`src/adc_ctrl_defs.vh`:
```
`ifndef ADC_CTRL_DEFS_VH
`define ADC_CTRL_DEFS_VH

// ==========================================================
// System clock
`define SYS_CLK_PERIOD_NS   100
`define SCLK_MAX_FREQ_KHZ   8000

// ==========================================================
// Conversion framing, counted in serial clock edges
`define FALL_CNT_W          5
`define RISE_CNT_W          4
`define FALL_IDLE           5'h00
`define FALL_FIRST          5'h01
`define FALL_TRACK_LAST     5'h03
`define FALL_HOLD_START     5'h04
`define FALL_LAST_BIT       5'h0f
`define FALL_CONV_END       5'h10
`define RISE_CTRL_LAST      4'h7

// ==========================================================
// Control byte layout
`define CTRL_W              8
`define CTRL_ADDR_HIGH      5
`define CTRL_ADDR_MID       4
`define CTRL_ADDR_LOW       3
`define CTRL_RESET          8'h00
`define CHAN_RESET          2'h0

// ==========================================================
// Result format and buffering
`define CODE_W              12
`define CODE_MSB            11
`define CHAN_W              2
`define RESULT_W            14
`define RESULT_DEPTH        16

`endif

```
`src/adc_sync2.v`:
```
`timescale 1ns/100ps

// ==========================================================
// Two-stage synchroniser, one stage pair per bit
module adc_sync2
#(
  parameter       W       = 1,
  parameter [W-1:0] RST_VAL = {W{1'b0}}
)
(
  input  wire         clk_i,
  input  wire         nrst_i,
  input  wire [W-1:0] async_i,
  output wire [W-1:0] sync_o
);

  genvar g;

  // ========================================================
  // Per bit: first stage feeds only the second stage
  generate
    for (g = 0; g < W; g = g + 1)
    begin : g_bit
      reg meta_r;
      reg sync_r;
      always @(posedge clk_i or negedge nrst_i)
      begin
        if (!nrst_i)
        begin
          meta_r <= RST_VAL[g];
          sync_r <= RST_VAL[g];
        end
        else
        begin
          meta_r <= async_i[g];
          sync_r <= meta_r;
        end
      end
      assign sync_o[g] = sync_r;
    end
  endgenerate

endmodule // adc_sync2

```
`src/adc_result_fifo.v`:
```
`timescale 1ns/100ps

// ==========================================================
// Result FIFO with registered output stage
module adc_result_fifo
#(
  parameter WIDTH = 14,
  parameter DEPTH = 16
)
(
  input  wire             clk_i,
  input  wire             nrst_i,
  input  wire [WIDTH-1:0] in_data_i,
  input  wire             in_valid_i,
  output wire             in_ready_o,
  output reg  [WIDTH-1:0] out_data_o,
  output reg              out_valid_o,
  input  wire             out_ready_i
);

  localparam AW = $clog2(DEPTH);

  reg [WIDTH-1:0] mem [0:DEPTH-1];
  reg [AW-1:0]    wr_ptr_r;
  reg [AW-1:0]    rd_ptr_r;
  reg [AW:0]      count_r;
  wire            push;
  wire            load;

  // Handshakes on both sides
  assign in_ready_o = (count_r != DEPTH[AW:0]);
  assign push       = in_valid_i && in_ready_o;
  assign load       = (count_r != {(AW+1){1'b0}}) &&
                      (!out_valid_o || out_ready_i);

  // ========================================================
  // Storage array, no reset needed
  always @(posedge clk_i)
  begin
    if (push)
      mem[wr_ptr_r] <= in_data_i;
  end

  // ========================================================
  // Pointers, fill level and output stage
  always @(posedge clk_i or negedge nrst_i)
  begin
    if (!nrst_i)
    begin
      wr_ptr_r    <= {AW{1'b0}};
      rd_ptr_r    <= {AW{1'b0}};
      count_r     <= {(AW+1){1'b0}};
      out_data_o  <= {WIDTH{1'b0}};
      out_valid_o <= 1'b0;
    end
    else
    begin
      if (push)
        wr_ptr_r <= wr_ptr_r + {{(AW-1){1'b0}}, 1'b1};
      if (load)
      begin
        rd_ptr_r   <= rd_ptr_r + {{(AW-1){1'b0}}, 1'b1};
        out_data_o <= mem[rd_ptr_r];
      end
      // Output stage empties when taken unless refilled
      if (load)
        out_valid_o <= 1'b1;
      else if (out_ready_i)
        out_valid_o <= 1'b0;
      if (push && !load)
        count_r <= count_r + {{AW{1'b0}}, 1'b1};
      else if (load && !push)
        count_r <= count_r - {{AW{1'b0}}, 1'b1};
    end
  end

endmodule // adc_result_fifo

```
`src/adc_serial_ctrl.v`:
```
// Overview of operation
// - Simultaneous frame and clock fall: frame fall counts as first fall
// - First frame after reset converts validly
// - Before any control byte, input one converts
// - Control byte MSB first, bits 5..3 address
// - Two low address bits select channel next
// - Result is 12-bit straight binary code
// - Active with frame low, powered down high
// - Powered down from 16th fall to next 1st
// - Conversions are 16 clocks, back to back
// - Conversions repeat while frame select stays low
// - Track three cycles, hold and convert twelve
// - Result MSB first from fourth clock cycle
// - Control byte taken on first eight rises
`timescale 1ns/100ps
`include "adc_ctrl_defs.vh"

module adc_serial_ctrl
(
  input  wire                 CLOCK_I,
  input  wire                 NRST_I,
  input  wire                 FRAME_SEL_N_I,
  input  wire                 SERIAL_CLK_I,
  input  wire                 SERIAL_IN_I,
  output reg                  SERIAL_OUT_O,
  output reg                  SERIAL_OUT_OE_N_O,
  input  wire [`CODE_W-1:0]   ANALOG_INPUT_1_I,
  input  wire [`CODE_W-1:0]   ANALOG_INPUT_2_I,
  input  wire [`CODE_W-1:0]   ANALOG_INPUT_3_I,
  input  wire [`CODE_W-1:0]   ANALOG_INPUT_4_I,
  output reg                  POWER_DOWN_O,
  output reg                  TRACK_O,
  output reg                  CONVERT_O,
  output reg  [`CHAN_W-1:0]   CHANNEL_O,
  output reg  [`CTRL_W-1:0]   CONTROL_O,
  output wire [`CODE_W-1:0]   RESULT_CODE_O,
  output wire [`CHAN_W-1:0]   RESULT_CHAN_O,
  output wire                 RESULT_VALID_O,
  input  wire                 RESULT_READY_I,
  output reg                  RESULT_ROOM_O,
  output reg                  RESULT_LOST_O
);

  // ========================================================
  // Declarations
  wire [2:0]            pins_sync;
  wire                  frame_n_s;
  wire                  sclk_s;
  wire                  din_s;
  reg                   frame_n_d_r;
  reg                   sclk_d_r;
  wire                  frame_fall;
  wire                  frame_active;
  wire                  sclk_rise;
  wire                  sclk_fall;

  reg  [`FALL_CNT_W-1:0] fall_cnt_r;
  reg  [`FALL_CNT_W-1:0] fall_cnt_nxt;
  reg  [`RISE_CNT_W-1:0] rise_cnt_r;
  reg  [`CTRL_W-2:0]     ctrl_shift_r;
  wire [`CTRL_W-1:0]     ctrl_byte;
  reg  [`CHAN_W-1:0]     pending_chan_r;
  reg  [`CHAN_W-1:0]     cur_chan_r;
  reg  [`CODE_W-1:0]     sel_code;
  reg  [`CODE_W-1:0]     held_code_r;
  reg  [`CODE_W-1:0]     out_shift_r;
  reg  [`CHAN_W-1:0]     done_chan_r;

  wire                   conv_start;
  wire                   hold_start;
  wire                   conv_done;
  reg                    push_r;
  reg  [`RESULT_W-1:0]   push_data_r;
  wire                   fifo_in_ready;
  wire [`RESULT_W-1:0]   fifo_out_data;

  // ========================================================
  // Pin synchronisers: frame select idles high
  adc_sync2
  #(
    .W       (3),
    .RST_VAL (3'h1)
  )
  u_sync
  (
    .clk_i   (CLOCK_I),
    .nrst_i  (NRST_I),
    .async_i ({SERIAL_IN_I, SERIAL_CLK_I, FRAME_SEL_N_I}),
    .sync_o  (pins_sync)
  );

  assign frame_n_s = pins_sync[0];
  assign sclk_s    = pins_sync[1];
  assign din_s     = pins_sync[2];

  // ========================================================
  // Edge detection on synchronised levels
  always @(posedge CLOCK_I or negedge NRST_I)
  begin
    if (!NRST_I)
    begin
      frame_n_d_r <= 1'b1;
      sclk_d_r    <= 1'b0;
    end
    else
    begin
      frame_n_d_r <= frame_n_s;
      sclk_d_r    <= sclk_s;
    end
  end

  // Clock edges only count inside a frame
  assign frame_fall   = frame_n_d_r && !frame_n_s;
  assign frame_active = !frame_n_s && !frame_n_d_r;
  assign sclk_rise    = frame_active && sclk_s && !sclk_d_r;
  assign sclk_fall    = frame_active && !sclk_s && sclk_d_r;

  // ========================================================
  // Falling-edge position within a conversion
  always @*
  begin
    fall_cnt_nxt = fall_cnt_r;
    if (frame_n_s)
      fall_cnt_nxt = `FALL_IDLE;
    else if (frame_fall)
    begin
      // Clock already low: frame fall is the first fall
      if (!sclk_s)
        fall_cnt_nxt = `FALL_FIRST;
      else
        fall_cnt_nxt = `FALL_IDLE;
    end
    else if (sclk_fall)
    begin
      // Wrap straight into the next conversion
      if (fall_cnt_r == `FALL_CONV_END)
        fall_cnt_nxt = `FALL_FIRST;
      else
        fall_cnt_nxt = fall_cnt_r + {{(`FALL_CNT_W-1){1'b0}}, 1'b1};
    end
  end

  always @(posedge CLOCK_I or negedge NRST_I)
  begin
    if (!NRST_I)
      fall_cnt_r <= `FALL_IDLE;
    else
      fall_cnt_r <= fall_cnt_nxt;
  end

  // Conversion phase events
  assign conv_start = (fall_cnt_nxt == `FALL_FIRST) &&
                      (fall_cnt_r != `FALL_FIRST);
  assign hold_start = sclk_fall &&
                      (fall_cnt_nxt == `FALL_HOLD_START);
  assign conv_done  = sclk_fall &&
                      (fall_cnt_nxt == `FALL_CONV_END);

  // ========================================================
  // Rising-edge count, restarted by each frame
  always @(posedge CLOCK_I or negedge NRST_I)
  begin
    if (!NRST_I)
      rise_cnt_r <= {`RISE_CNT_W{1'b0}};
    else if (frame_n_s)
      rise_cnt_r <= {`RISE_CNT_W{1'b0}};
    else if (sclk_rise)
      rise_cnt_r <= rise_cnt_r + {{(`RISE_CNT_W-1){1'b0}}, 1'b1};
  end

  // Full byte once the eighth bit arrives
  assign ctrl_byte = {ctrl_shift_r, din_s};

  // ========================================================
  // Control byte capture on the first eight rises
  always @(posedge CLOCK_I or negedge NRST_I)
  begin
    if (!NRST_I)
    begin
      ctrl_shift_r   <= {(`CTRL_W-1){1'b0}};
      CONTROL_O      <= `CTRL_RESET;
      pending_chan_r <= `CHAN_RESET;
    end
    else if (sclk_rise && (rise_cnt_r <= `RISE_CTRL_LAST))
    begin
      ctrl_shift_r <= ctrl_byte[`CTRL_W-2:0];
      if (rise_cnt_r == `RISE_CTRL_LAST)
      begin
        CONTROL_O      <= ctrl_byte;
        // High address bit and spare bits play no part
        pending_chan_r <= {ctrl_byte[`CTRL_ADDR_MID],
                           ctrl_byte[`CTRL_ADDR_LOW]};
      end
    end
  end

  // ========================================================
  // Channel in use, taken at the start of each track phase
  always @(posedge CLOCK_I or negedge NRST_I)
  begin
    if (!NRST_I)
      cur_chan_r <= `CHAN_RESET;
    else if (conv_start)
      cur_chan_r <= pending_chan_r;
  end

  // Input multiplexer
  always @*
  begin
    case (cur_chan_r)
      2'h0:    sel_code = ANALOG_INPUT_1_I;
      2'h1:    sel_code = ANALOG_INPUT_2_I;
      2'h2:    sel_code = ANALOG_INPUT_3_I;
      2'h3:    sel_code = ANALOG_INPUT_4_I;
      default: sel_code = ANALOG_INPUT_1_I;
    endcase
  end

  // ========================================================
  // Track while phase is 1..3, freeze sample at hold
  always @(posedge CLOCK_I or negedge NRST_I)
  begin
    if (!NRST_I)
      held_code_r <= {`CODE_W{1'b0}};
    else if (TRACK_O || conv_start)
      held_code_r <= sel_code;
  end

  // ========================================================
  // Serial output: leading zeros, then result MSB first
  always @(posedge CLOCK_I or negedge NRST_I)
  begin
    if (!NRST_I)
    begin
      out_shift_r  <= {`CODE_W{1'b0}};
      SERIAL_OUT_O <= 1'b0;
    end
    else if (frame_n_s || frame_fall)
    begin
      out_shift_r  <= {`CODE_W{1'b0}};
      SERIAL_OUT_O <= 1'b0;
    end
    else if (hold_start)
    begin
      // Straight binary code, first bit in cycle four
      out_shift_r  <= {held_code_r[`CODE_W-2:0], 1'b0};
      SERIAL_OUT_O <= held_code_r[`CODE_MSB];
    end
    else if (sclk_fall)
    begin
      out_shift_r  <= {out_shift_r[`CODE_W-2:0], 1'b0};
      SERIAL_OUT_O <= out_shift_r[`CODE_MSB];
    end
  end

  // ========================================================
  // Driver enable and power status
  always @(posedge CLOCK_I or negedge NRST_I)
  begin
    if (!NRST_I)
    begin
      SERIAL_OUT_OE_N_O <= 1'b1;
      POWER_DOWN_O      <= 1'b1;
      TRACK_O           <= 1'b0;
      CONVERT_O         <= 1'b0;
      CHANNEL_O         <= `CHAN_RESET;
    end
    else
    begin
      SERIAL_OUT_OE_N_O <= frame_n_s;
      // Down while deselected or after the sixteenth fall
      POWER_DOWN_O      <= frame_n_s ||
                           (fall_cnt_nxt == `FALL_CONV_END);
      TRACK_O           <= (fall_cnt_nxt >= `FALL_FIRST) &&
                           (fall_cnt_nxt <= `FALL_TRACK_LAST);
      CONVERT_O         <= (fall_cnt_nxt >= `FALL_HOLD_START) &&
                           (fall_cnt_nxt <= `FALL_LAST_BIT);
      if (conv_start)
        CHANNEL_O <= pending_chan_r;
    end
  end

  // ========================================================
  // Completed conversions queued toward the result port
  always @(posedge CLOCK_I or negedge NRST_I)
  begin
    if (!NRST_I)
    begin
      push_r        <= 1'b0;
      push_data_r   <= {`RESULT_W{1'b0}};
      done_chan_r   <= `CHAN_RESET;
      RESULT_ROOM_O <= 1'b1;
      RESULT_LOST_O <= 1'b0;
    end
    else
    begin
      if (hold_start)
        done_chan_r <= cur_chan_r;
      push_r        <= conv_done && fifo_in_ready;
      push_data_r   <= {done_chan_r, held_code_r};
      RESULT_ROOM_O <= fifo_in_ready;
      // Pulse when a finished result finds the queue full
      RESULT_LOST_O <= conv_done && !fifo_in_ready;
    end
  end

  // ========================================================
  // Result buffer
  adc_result_fifo
  #(
    .WIDTH (`RESULT_W),
    .DEPTH (`RESULT_DEPTH)
  )
  u_fifo
  (
    .clk_i       (CLOCK_I),
    .nrst_i      (NRST_I),
    .in_data_i   (push_data_r),
    .in_valid_i  (push_r),
    .in_ready_o  (fifo_in_ready),
    .out_data_o  (fifo_out_data),
    .out_valid_o (RESULT_VALID_O),
    .out_ready_i (RESULT_READY_I)
  );

  // Result word split into code and channel
  assign RESULT_CODE_O = fifo_out_data[`CODE_W-1:0];
  assign RESULT_CHAN_O = fifo_out_data[`RESULT_W-1:`CODE_W];

endmodule // adc_serial_ctrl

```
`config.mk`:
```
export PLATFORM = sky130hd
export DESIGN_NAME = adc_serial_ctrl
export DESIGN_NICKNAME = d
export VERILOG_FILES = /design/src/adc_sync2.v /design/src/adc_result_fifo.v /design/src/adc_serial_ctrl.v
export VERILOG_INCLUDE_DIRS = /design/src
export SDC_FILE = /design/constraint.sdc
export NUM_CORES = 1
export LEC_CHECK = 0
export BUFFER_PORTS_ARGS = -buffer_cell sky130_fd_sc_hd__clkbuf_2
export CAP_MARGIN = 30
export CORE_ASPECT_RATIO = 0.7
export CORE_MARGIN = 2
export CORE_UTILIZATION = 59
export CTS_CLUSTER_DIAMETER = 150
export DETAILED_ROUTE_END_ITERATION = 10
export GPL_ROUTABILITY_DRIVEN = 0
export PLACE_DENSITY = 0.78
export SYNTH_ARGS = -nofsm -noshare
export SYNTH_HDL_FRONTEND = slang
export SYNTH_HIERARCHICAL = 1
export SYNTH_SLANG_ARGS = --single-unit
export TNS_END_PERCENT = 10
```
`constraint.sdc`:
```
create_clock -name CLOCK_I -period 4 [get_ports CLOCK_I]
set_input_delay 0.8 -clock CLOCK_I [delete_from_list [all_inputs] [get_ports CLOCK_I]]
set_output_delay 0.8 -clock CLOCK_I [all_outputs]
set_load 0.05 [all_outputs]
```
# Word-level counts from Yosys, hierarchy flattened
# Memory sizes are Yosys's and may differ from the RTL's. A register that Yosys moved wholly into a read port is not among the register bits.
# Cells that the tools add are included.
# word_totals
out_inout_bits,32
wordCells,109
ramBits,224
n_memories,1
ff_bits,97
inputBits,54
# classes
muxes,20
magnitude_cmp,5
reduce_logical,38
addsub,6
eq_ne,10
# mem_list
name,depth,width,rd,rd_ports_with_merged_regs,write_ports,line_no,source
u_fifo.mem,16,14,1,1,1,adc_result_fifo.v:23,reg [WIDTH-1:0] mem [0:DEPTH-1];
# ops
op,count
$pmux W12 S4,1
$mux W12,3
$mux W5,6
$logic_and A1 B1 Y1,18
$add A4 B1 Y4 const B,3
$add A5 B1 Y5 const B,2
$eq A5 B5 Y1 const B,2
$logic_not A1 Y1,9
$mux W1,8
$mux W4,2
$reduce_bool A2 Y1,3
$eq A5 B1 Y1 const B,1
$eq A5 B3 Y1 const B,1
$ge A5 B1 Y1 const B,1
$ge A5 B3 Y1 const B,1
$le A5 B2 Y1 const B,1
$le A5 B4 Y1 const B,1
$ne A5 B1 Y1 const B,1
$ne A5 B5 Y1 const B,1
$reduce_bool A5 Y1,1
$sub A5 B1 Y5 const B,1
$eq A2 B2 Y1 const B,2
$eq A4 B3 Y1 const B,1
$le A4 B3 Y1 const B,1
other kinds (5),8

# Longest topological paths before layout
# Gate-level depths: netlist (run 1).
# logic_depth
depth_word,11
mapped_depth,10
ltp_nobuf,9

# Cells and area by module
# The synthesis (run 1) kept the hierarchy.
# modules_own_cells
module,instances,area_per_inst_um2,cells_per_inst
adc_result_fifo,1,9965.8,480
adc_serial_ctrl,1,3508.4,267
adc_sync2,1,175.2,9

# Least setup slack after synthesis (run 1)
# Ideal clock, no wire load.
# synth_timing
path_type,register to register
startpoint,reg u_fifo.count_r[1]
endpoint,reg u_fifo.count_r[4]
setup_time_ns,0.080
slack_ns,1.182
synth_period_minus_slack_ns,2.818
n_path_buf,1
arrival_ns,2.738
path_stages_with_launch,11
path_cell_list,dfrtp_1 > or4_1 > o21ai_2 > buf_2 > ha_1 > inv_1 > fa_1 > a21o_1 > a21oi_1 > mux2i_1 > xnor2_1
# synth_between
elab_chain_cells,5
elab_cells_between_ends,13
# synth_lines
item,line_no,source
start: declaration,adc_result_fifo.v:26,reg [AW:0] count_r;
start signal: assignment,adc_result_fifo.v:52,count_r <= {(AW+1){1'b0}};
start signal: assignment,adc_result_fifo.v:71,"count_r <= count_r + {{AW{1'b0}}, 1'b1};"
start signal: assignment,adc_result_fifo.v:73,"count_r <= count_r - {{AW{1'b0}}, 1'b1};"
"parallel branches: the longest is 5 deep, another holds $sub A5 B1 Y5",n/a,
# Several ways; the timed one is not identified. The select of a mux whose other input is x is not followed.
# A chain may end at the register's enable or synchronous reset.

# Final worst setup path (run 1)
# layout_timing
startpoint,reg fall_cnt_r[0]
endpoint,reg held_code_r[0]
# layout_between
elab_chain_cells,8
elab_cells_between_ends,10
# layout_lines
item,line_no,source
start: declaration,adc_serial_ctrl.v:57,reg [`FALL_CNT_W-1:0] fall_cnt_r;
start signal: assignment,adc_serial_ctrl.v:146,fall_cnt_r <= `FALL_IDLE;
start signal: assignment,adc_serial_ctrl.v:148,fall_cnt_r <= fall_cnt_nxt;
$add A5 B1 Y5 / $eq A5 B5 Y1 (equally long branches),n/a,
$mux W5,adc_serial_ctrl.v:136,if (fall_cnt_r == `FALL_CONV_END)
$mux W5,adc_serial_ctrl.v:133,else if (sclk_fall)
$mux W5,adc_serial_ctrl.v:125,else if (frame_fall)
$mux W5,adc_serial_ctrl.v:123,if (frame_n_s)
$eq A5 B1 Y1 (no source line),n/a,
$logic_and A1 B1 Y1 *,adc_serial_ctrl.v:152,assign conv_start = (fall_cnt_nxt == `FALL_FIRST) &&
$logic_or A1 B1 Y1 *,adc_serial_ctrl.v:225,else if (TRACK_O || conv_start)
end signal: assignment,adc_serial_ctrl.v:224,held_code_r <= {`CODE_W{1'b0}};
end signal: assignment,adc_serial_ctrl.v:226,held_code_r <= sel_code;
end: declaration,adc_serial_ctrl.v:65,reg [`CODE_W-1:0] held_code_r;
# Every way passes the cells marked *; elsewhere a longest branch is shown, timed or not.

==> results of run 1 <==
-- registers in the layout (all words and copies together) (netlist names), 2 cells and up --
name and flops:
CHANNEL_O 2, CONTROL_O 8, ctrl_shift_r 7, done_chan_r 2
fall_cnt_r 5, held_code_r 12, out_shift_r 11, push_data_r 14
rise_cnt_r 4, u_fifo/count_r 5, u_fifo/mem 224, u_fifo/out_data_o 14
u_fifo/rd_ptr_r 4, u_fifo/wr_ptr_r 4, u_sync/g_bit.meta_r 3, u_sync/g_bit.sync_r 3
-- metal layers --
layer  routed length, µm  up-vias  share of wire (%)
li1                    -     3180                  -
met5                   0        -                  0
met2               13700      313                 50
met4                 361        0                1.3
met3                1760       35                6.4
met1               11800     3896                 43
-- cells in the final DEF, fill, tap and decap left out, types with 13 or more instances in the layout --
cell	count
nor2_1	29
buf_4	25
nand2_1	19
ha_1	13
dfrtp_1	100
o21ai_0	14
a22o_1	14
mux2_2	23
mux2i_1	18
nor2b_1	14
clkbuf_16	31
edfxtp_1	224
a211o_1	14
a21oi_1	34
mux4_2	57
clkbuf_2	84
-- metrics by stage --
step	cells	utilization (%)	cell area [µm²]	hold WS [ns]
after floorplan	756	-	13600	0.331
after global placement	1128	63.3	14400	0.333
after detailed placement	1130	63.6	14400	0.341
after CTS	1186	68.3	15500	0.277
after global routing	1186	68.3	15500	0.297
final	1186	68.3	15500	0.254
-- logic make-up after synthesis --
family,count (synthesis),share of synthesized area (%)
muxes,119,15.8
xor gates and xnor gates,14,0.898
DFF,332,69.1
buffers and inverters,58,2.63
AOI/OAI and AO/OA,117,6.21
and+or+nand+nor,102,3.96
adders and majority gates,14,1.34
-- final timing paths --
kind	from	to	slack, ns	cells past startpoint
hold reg to reg	u_sync/g_bit[2].meta_r$_DFF_PN0_	u_sync/g_bit[2].sync_r$_DFF_PN0_	0.35	0
max in group asynchronous	NRST_I	push_data_r[8]$_DFF_PN0_	2.67	3
setup / recovery	fall_cnt_r[0]$_DFF_PN0_	held_code_r[0]$_DFFE_PN0P_	1.19	6
min in group CLOCK_I	FRAME_SEL_N_I	u_sync/g_bit[0].meta_r$_DFF_PN1_	0.33	1
setup reg to reg	fall_cnt_r[0]$_DFF_PN0_	held_code_r[0]$_DFFE_PN0P_	1.19	6
hold / removal	NRST_I	SERIAL_OUT_O$_DFFE_PN0P_	0.25	1
-- power breakdown --
part / internal (µW) / switching [µW] / total, µW
registers: 3850 / 171 / 4020
clock network: 1820 / 1230 / 3050
logic: 98.1 / 94.0 / 192
-- cells in the mapped netlist (all sizes together), types with 2 or more instances --
library cell | n | area share, %
edfxtp | 224 | 49
dfrtp | 103 | 19
mux4 | 68 | 12
a21oi | 34 | 1.2
mux2 | 33 | 3.0
buf | 31 | 1.9
nor2 | 29 | 0.80
clkbuf | 19 | 0.55
nand2 | 19 | 0.52
mux2i | 18 | 1.3
nor2b | 15 | 0.71
o21ai | 15 | 0.58
a211o | 14 | 0.90
a22o | 14 | 0.90
ha | 13 | 1.2
nor3 | 11 | 0.44
o31ai | 11 | 0.61
a41oi | 10 | 0.64
inv | 8 | 0.22
xnor2 | 8 | 0.51
nand2b | 6 | 0.28
xor2 | 6 | 0.39
dfstp | 5 | 0.96
nand3 | 5 | 0.22
nand4 | 5 | 0.23
a21o | 3 | 0.16
o21bai | 3 | 0.16
a21boi | 2 | 0.11
nand4bb | 2 | 0.16
nor4 | 2 | 0.092
o211ai | 2 | 0.15
o22ai | 2 | 0.092
-- area by class of cell --
type,count,area share (%)
clock buffers,38,5.44
repair buffers,112,4.36
flip-flops and latches,332,61.0
multi-input cells,366,25.0
clock inverters,18,1.49
well taps,312,2.52
inverters,8,0.194
==> run_results.csv, run 1 <==
group,metric,value,unit
worst_setup_path,path_delay_family,"compound AO/OA/AOI/OAI gates",
worst_setup_path,start_kind,"register",
clock_network,clkSlewWorstSetupHoldPaths,0.07,ns
clock_network,clkSinkCount,332,
synth,yosysSeqAreaShare,69.1,%
synth,async_flop_share,32.5,%
cells_and_area,layout-drive-gt1-share,31.5,%
clock_network,tritoncts.num_buffers,30,
grt,grt_pass1_wl,44.1,mm
sta,rsz0062_at_grt,"no",
worst_setup_path,path_buf_inv,0,
synth,syn_avg_cell_area,18.1,µm²
synth,syn_inst,756,
sta,finalHoldViolCount,0,
grt,use_met3,3.33,%
grt,met1_usage,35.7,%
grt,use_met2,37.9,%
clock_network,post_cts_buffers,0,
sta,fmaxAchievable,0.356,GHz
clock_network,h-tree-depth,1,
die,die_h,131,µm
pwr,ir_worst_vdd,0.360,mV
sta,maxSlewHeadroom,34.5,%
sta,fin_crit_sh,70.3,%
cells_and_area,multi_input_area,3870,µm²
clock_network,cts-resized-gates,0,
detailed_routing,ant_nets,0,
worst_setup_path,path_class,"register to register",
synth,syn-num-nets,824,
die,initial_core_util,60.2,%
grt,grt_start_max_net_pins,47,
detailed_routing,drtIter0Drc,700,
worst_setup_path,critPathArrivalTime,3.24,ns
synth,yosys.cell_types.count,62,
placement,port_buffers,85,
min_path,hold_path.class,"primary input to async pin",
worst_setup_path,required,4.43,ns
grt,busiest_layer,"met2",
worst_setup_path,cpPeakStageDelay,0.58,ns
sta,fin_tns_setup,0,ns
detailed_routing,wirelength,27.6,mm
worst_setup_path,crit_fanout,12,
sta,period_minus_slack,2.81,ns
sta,tightest_slew,0.982,ns
pwr,p_total,7260,µW
placement,place_ws,1.25,ns
worst_setup_path,end_kind,"register",
grt,grt_antenna_before_repair,0,
die,dieArea,24400,µm²
sta,finalSetupViolations,0,
synth,ys_ff_latch,332,
die,core,22700,µm²
synth,ys_warn_count,6,
pwr,power_density,469,nW/µm²
grt,grt_pass1_vias,7791,
detailed_routing,vias,7424,
synth,synthFlopType,"edfxtp_1",
synth,syn-cell-area,13600,µm²
detailed_routing,avgRoutedWirePerCell,23.3,µm
die,rows,46,
cells_and_area,register_area,9440,µm²
clock_network,insertion_delay,0.55,ns
die,io_pins,86,
sta,setup_ws,1.19,ns
cells_and_area,nFillCells,1488,
placement,dpl.hpwl,18.0,mm
grt,track_usage,23.8,%
pwr,p_leak,0.00577,µW
cells_and_area,num-nets-final,918,
job,max_cap_viol_count,0,
cells_and_area,n_antenna_cell,0,
synth,synth_edf_count,224,
detailed_routing,drcViolationCount,0,
detailed_routing,dr.pass1.iters,5,
die,die_w,186,µm
grt,overflow,0,
sta,finalClockSkew,0.0106,ns
worst_setup_path,slowest_stage,"a22oi_4",
clock_network,cts_tree,"done",
worst_setup_path,crit_chain,"ha_1 -> nand4b_1 -> nor3_1 -> o22ai_1 -> a22oi_4 -> mux2_2",
clock_network,clockBufferDepth,3,
run_status,status,"complete, no violations",
clock_network,hold_buffers,0,
detailed_routing,vias_per_cell,6.26,
cells_and_area,syn_to_final_growth,13.5,%
sta,final_max_slew_viol_count,0,
clock_network,cts_root_buf,"clkbuf_16",
No activity file was read; power rests on OpenSTA's default activity.
==> run 2: changes to the inputs <==
--- a/config.mk
+++ b/config.mk
@@ -10,11 +10,11 @@
 export CAP_MARGIN = 30
 export CORE_ASPECT_RATIO = 0.7
 export CORE_MARGIN = 2
-export CORE_UTILIZATION = 59
+export CORE_UTILIZATION = 55
 export CTS_CLUSTER_DIAMETER = 150
 export DETAILED_ROUTE_END_ITERATION = 10
 export GPL_ROUTABILITY_DRIVEN = 0
-export PLACE_DENSITY = 0.78
+export PLACE_DENSITY = 0.76
 export SYNTH_ARGS = -nofsm -noshare
 export SYNTH_HDL_FRONTEND = slang
 export SYNTH_HIERARCHICAL = 1
==> constraint.sdc (replaced) <==
create_clock -name CLOCK_I -period 2.39 [get_ports CLOCK_I]
set_input_delay 0.478 -clock CLOCK_I [delete_from_list [all_inputs] [get_ports CLOCK_I]]
set_output_delay 0.478 -clock CLOCK_I [all_outputs]
set_load 0.05 [all_outputs]
==> run 2 against run 1 <==
Compared with the run above: the flow now finishes with violations (negative setup slack); count of clock-buffer cells in the layout up 5; fmax up 15%; via count about the same; critical path depth up 3; final area up 2.0%; sequential share of layout area down 1.2 points; utilization down 3.8 points; register-to-register slack worse by 1.2 ns; critical path type unchanged; first-iteration DRC count up 4.7%; final cell count up 4.0%.
==> run_results.csv, run 2 (synthesis results as in run 1) <==
group,metric,value,unit
run_status,status,"finished, violations left",
run_status,violations,"negative setup slack",
sta,tightest_slew,0.718,ns
worst_setup_path,path_class,"register to register",
sta,fmaxAchievable,0.408,GHz
die,io_pins,86,
detailed_routing,ant_nets,0,
clock_network,h-tree-depth,1,
detailed_routing,drtIter0Drc,733,
sta,finalSetupViolations,2,
clock_network,clkSinkCount,332,
detailed_routing,wirelength,28.6,mm
cells_and_area,layout-drive-gt1-share,35.5,%
sta,period_minus_slack,2.45,ns
worst_setup_path,crit_chain,"or4_4 -> o21ai_4 -> ha_4 -> inv_4 -> fa_2 -> a21o_1 -> a21oi_2 -> mux2i_1 -> xnor2_1",
pwr,p_leak,0.00590,µW
detailed_routing,avgRoutedWirePerCell,23.2,µm
cells_and_area,layout_commonest_cell,"edfxtp_1",
worst_setup_path,end_kind,"register",
sta,finalClockSkew,0.00949,ns
sta,maxSlewHeadroom,52.1,%
grt,grt_pass1_vias,7473,
cells_and_area,reg_top3,"u_fifo/mem: 224 flops, push_data_r: 14 flops, u_fifo/out_data_o: 14 flops",
grt,track_usage,22.9,%
grt,grt_pass1_wl,44.6,mm
die,dieArea,26100,µm²
pwr,ir_worst_vdd,0.503,mV
cells_and_area,syn_to_final_growth,15.8,%
detailed_routing,vias,7429,
grt,overflow,0,
clock_network,cts_root_buf,"clkbuf_16",
die,die_w,192,µm
grt,grt_start_max_net_pins,42,
die,core,24500,µm²
sta,setup_ws,-0.0588,ns
sta,finalHoldViolCount,0,
detailed_routing,vias_per_cell,6.03,
detailed_routing,dr.pass1.iters,5,
clock_network,clockBufferDepth,3,
worst_setup_path,required,2.85,ns
cells_and_area,largest_register,"u_fifo/mem",
clock_network,cts_tree,"done",
die,die_h,136,µm
cells_and_area,final_cell_count_no_fill,1233,
sta,rsz0062_at_grt,"yes",
clock_network,clkSlewWorstSetupHoldPaths,0.07,ns
worst_setup_path,cpPeakStageDelay,0.55,ns
clock_network,tritoncts.num_buffers,29,
cells_and_area,num-nets-final,954,
detailed_routing,drcViolationCount,0,
pwr,power_density,727,nW/µm²
worst_setup_path,crit_fanout,5,
worst_setup_path,rrSetupSlack,-0.06,ns
job,max_cap_viol_count,0,
die,rows,48,
placement,port_buffers,85,
min_path,hold_path.class,"primary input to register",
die,initial_core_util,55.7,%
placement,dpl.hpwl,18.1,mm
worst_setup_path,critPathArrivalTime,2.91,ns
worst_setup_path,slowest_stage,"or4_4",
sta,fin_tns_setup,-0.101,ns
clock_network,insertion_delay,0.54,ns
cells_and_area,mostFrequentLayoutCells,"edfxtp_1, dfrtp_1, clkbuf_2",
placement,dp.cells,1178,
sta,final_max_slew_viol_count,0,
worst_setup_path,start_kind,"register",
cells_and_area,largest_register_ffs,224,
grt,grt_antenna_before_repair,0,
cells_and_area,n_antenna_cell,0,
cells_and_area,fin_util,64.5,%
sta,fin_crit_sh,102,%
[run 2: cell types whose count changed in the layout (fill, tap and decap cells not counted), moves of 3 or more]
cell and delta:
buf_4 +29, buf_12 +7, nor2_1 -7, clkbuf_1 +6
bufinv_16 -5, nor2_2 +4, nor2_4 +3
[run 2: metal layers]
layer	vias up	wire length, µm	global-route usage (%)
met5	-	0	0
met4	0	287	3.27
met3	32	1730	4.20
met2	246	13100	34.5
met1	3892	13400	36.1
li1	3259	-	-
[run 2: report_power, final]
group	total, µW	internal, µW	switching, µW	leakage [µW]
sequential	6720	6450	279	0.00342
clock	4420	2430	1980	0.000442
combinational	344	184	160	0.00203
[run 2: layout make-up]
| type | count | area [µm²] |
|---|---|---|
| Sequential cell | 332 | 9440 |
| Fill cell | 1678 | 8700 |
| Multi-Input combinational cell | 366 | 3980 |
| Timing Repair Buffer | 149 | 1040 |
| Clock buffer | 43 | 840 |
| Tap cell | 325 | 407 |
| Clock inverter | 10 | 58.8 |
| Inverter | 8 | 32.5 |
[run 2: worst paths after layout]
path | start | to | cells past startpoint
worst max-delay path | u_fifo/count_r[3]$_DFFE_PN0P_ | u_fifo/count_r[4]$_DFFE_PN0P_ | 9
worst min-delay path | FRAME_SEL_N_I | u_sync/g_bit[0].meta_r$_DFF_PN1_ | 1
worst max register to register | u_fifo/count_r[3]$_DFFE_PN0P_ | u_fifo/count_r[4]$_DFFE_PN0P_ | 9
worst min register to register | u_sync/g_bit[0].meta_r$_DFF_PN1_ | u_sync/g_bit[0].sync_r$_DFF_PN1_ | 0
max in group asynchronous | NRST_I | RESULT_ROOM_O$_DFF_PN1_ | 3
min in group asynchronous | NRST_I | fall_cnt_r[1]$_DFF_PN0_ | 2
[run 2: stage by stage]
step | hold WS (ns) | cell area [µm²] | total power (µW) | worst slack [ns]
finish | 0.0242 | 15800 | 11500 | -0.0588
global route | 0.00815 | 15800 | 11900 | -0.144
CTS | 0.00480 | 15700 | 11600 | -0.0602
detailed placement | 0.344 | 14800 | 7190 | -0.132
global placement | 0.332 | 14800 | 7160 | -0.0551
floorplan | 0.182 | 13700 | 6930 | -0.255
[run 2: worst max-delay path: cells and delay by family (launching register included)]
family / cells / cell delay [ns]
buffers and inverters: 1 / 0.05
muxes: 1 / 0.23
and+or+nand+nor: 1 / 0.55
xor gates and xnor gates: 1 / 0.14
DFF: 1 / 0.38
AOI/OAI and AO/OA: 3 / 0.48
adders and majority gates: 2 / 0.54
[run 2: repair_timing]
item,4_1_cts,5_1_grt
pin swaps,3,9
endpoints found under the hold margin,34,0
hold buffers,1,0
resized for setup,8,14
endpoints found under the setup margin,2,79
buffers inserted,0,1
==> run 3: changes to the inputs <==
--- a/config.mk
+++ b/config.mk
@@ -10,11 +10,11 @@
 export CAP_MARGIN = 30
 export CORE_ASPECT_RATIO = 0.7
 export CORE_MARGIN = 2
-export CORE_UTILIZATION = 55
+export CORE_UTILIZATION = 59
 export CTS_CLUSTER_DIAMETER = 150
 export DETAILED_ROUTE_END_ITERATION = 10
 export GPL_ROUTABILITY_DRIVEN = 0
-export PLACE_DENSITY = 0.76
+export PLACE_DENSITY = 0.78
 export SYNTH_ARGS = -nofsm -noshare
 export SYNTH_HDL_FRONTEND = slang
 export SYNTH_HIERARCHICAL = 1
==> constraint.sdc (replaced) <==
create_clock -name CLOCK_I -period 2.7 [get_ports CLOCK_I]
set_input_delay 0.54 -clock CLOCK_I [delete_from_list [all_inputs] [get_ports CLOCK_I]]
set_output_delay 0.54 -clock CLOCK_I [all_outputs]
set_load 0.05 [all_outputs]
==> run 3 against run 2 <==
Compared with the run above: the flow now finishes without violations; final area fell by 1.5%; setup slack improved by 0.15 ns; worst hold slack better by 0.059 ns; largest cell class unchanged; flip-flop and latch count stayed put; critical endpoint unchanged.
==> run_results.csv, run 3 (synthesis results as in run 1) <==
group,metric,value,unit
run_status,status,"complete, no violations",
placement,dpl.hpwl,17.9,mm
die,io_pins,86,
clock_network,clkSinkCount,332,
cells_and_area,syn_to_final_growth,14.0,%
sta,period_minus_slack,2.61,ns
cells_and_area,n_antenna_cell,0,
die,die_w,186,µm
pwr,p_leak,0.00581,µW
sta,tightest_slew,0.692,ns
clock_network,clockBufferDepth,3,
die,initial_core_util,60.2,%
cells_and_area,num-nets-final,933,
die,core,22700,µm²
detailed_routing,avgRoutedWirePerCell,24.2,µm
cells_and_area,mostFrequentLayoutCells,"edfxtp_1, dfrtp_1, clkbuf_2",
worst_setup_path,end_kind,"register",
die,rows,46,
detailed_routing,vias_per_cell,6.29,
pwr,power_density,669,nW/µm²
cells_and_area,nFillCells,1475,
placement,port_buffers,85,
cells_and_area,fin_util,68.6,%
job,max_cap_viol_count,0,
sta,fmaxAchievable,0.383,GHz
detailed_routing,dr.pass1.iters,5,
cells_and_area,largest_register,"u_fifo/mem",
sta,maxSlewHeadroom,53.2,%
cells_and_area,multi_input_area,3900,µm²
sta,finalClockSkew,0.00827,ns
grt,track_usage,24.6,%
pwr,ir_worst_vdd,0.518,mV
clock_network,tritoncts.num_buffers,29,
cells_and_area,reg_top3,"u_fifo/mem: 224 flops, push_data_r: 14 flops, u_fifo/out_data_o: 14 flops",
placement,place_ws,0.0751,ns
sta,final_max_slew_viol_count,0,
grt,grt_pass1_wl,45.1,mm
die,die_h,131,µm
worst_setup_path,critPathArrivalTime,3.07,ns
cells_and_area,layout_commonest_cell,"edfxtp_1",
worst_setup_path,start_kind,"register",
grt,grt_pass1_vias,7648,
grt,overflow,0,
detailed_routing,ant_nets,0,
grt,grt_antenna_before_repair,0,
min_path,hold_path.class,"primary input to register",
detailed_routing,wirelength,29.0,mm
detailed_routing,drcViolationCount,0,
die,dieArea,24400,µm²
sta,setup_ws,0.0881,ns
worst_setup_path,crit_fanout,5,
clock_network,cts_tree,"done",
sta,finalSetupViolations,0,
sta,rsz0062_at_grt,"no",
pwr,p_total,10400,µW
sta,fin_tns_setup,0,ns
grt,grt_start_max_net_pins,59,
worst_setup_path,path_class,"register to register",
clock_network,h-tree-depth,1,
sta,finalHoldViolCount,0,
detailed_routing,drtIter0Drc,649,
cells_and_area,layout-drive-gt1-share,32.6,%
detailed_routing,vias,7546,
cells_and_area,largest_register_ffs,224,
worst_setup_path,required,3.16,ns
clock_network,clkSlewWorstSetupHoldPaths,0.07,ns
clock_network,insertion_delay,0.54,ns
sta,fin_crit_sh,96.7,%
cells_and_area,register_area,9440,µm²
clock_network,cts_root_buf,"clkbuf_16",
worst_setup_path,rrSetupSlack,0.09,ns
sta,whs,0.0829,ns
## run 3: what timing repair did
item	in CTS	in global routing
resized for setup	0	5
setup buffers	0	0
setup endpoints to repair	0	8
hold buffers	1	0
hold endpoints to repair	30	0
## run 3: final cells by class
| cell class | count | area share [%] |
|---|---|---|
| Clock buffer | 38 | 5.01 |
| Clock inverter | 15 | 1.11 |
| Inverter | 8 | 0.193 |
| Multi-Input combinational cell | 366 | 25.0 |
| Sequential cell | 332 | 60.7 |
| Tap cell | 312 | 2.51 |
| Timing Repair Buffer | 128 | 5.45 |
## run 3: final timing paths
| path | from | end | cells after the start |
|---|---|---|---|
| setup / recovery | u_fifo/count_r[3]$_DFFE_PN0P_ | u_fifo/count_r[4]$_DFFE_PN0P_ | 9 |
| hold / removal | FRAME_SEL_N_I | u_sync/g_bit[0].meta_r$_DFF_PN1_ | 1 |
| setup reg to reg | u_fifo/count_r[3]$_DFFE_PN0P_ | u_fifo/count_r[4]$_DFFE_PN0P_ | 9 |
| hold reg to reg | u_sync/g_bit[2].meta_r$_DFF_PN0_ | u_sync/g_bit[2].sync_r$_DFF_PN0_ | 0 |
| max in group asynchronous | NRST_I | u_sync/g_bit[0].meta_r$_DFF_PN1_ | 3 |
| min in group asynchronous | NRST_I | u_sync/g_bit[1].sync_r$_DFF_PN0_ | 2 |
## run 3: metal layers
layer | share of wire, % | routed length [µm] | track usage [%]
met1 | 42 | 12200 | 37.1
met4 | 2.3 | 676 | 5.73
met5 | 0 | 0 | 0
met3 | 7.7 | 2240 | 3.49
met2 | 48 | 13900 | 38.6
## run 3: where the power goes
part / internal (µW) / switching, µW
clock network: 2410 / 1770
logic: 155 / 138
registers: 5710 / 242
total: 8270 / 2150
## run 3: per-stage QoR
stage / std cells / cell area, µm²
2_1_floorplan: 756 / 13700
3_3_place_gp: 1144 / 14600
3_5_place_dp: 1145 / 14600
4_1_cts: 1199 / 15600
5_1_grt: 1199 / 15600
6_report: 1199 / 15600
## run 3: worst max-delay path, cell delays in order (launching register included)
cell and delay, ns:
dfrtp_2 0.44, or4_4 0.51, o21ai_4 0.17, ha_1 0.22, inv_2 0.09, fa_2 0.38, a21o_1 0.19, a21oi_1 0.16
mux2i_1 0.23, xnor2_1 0.13
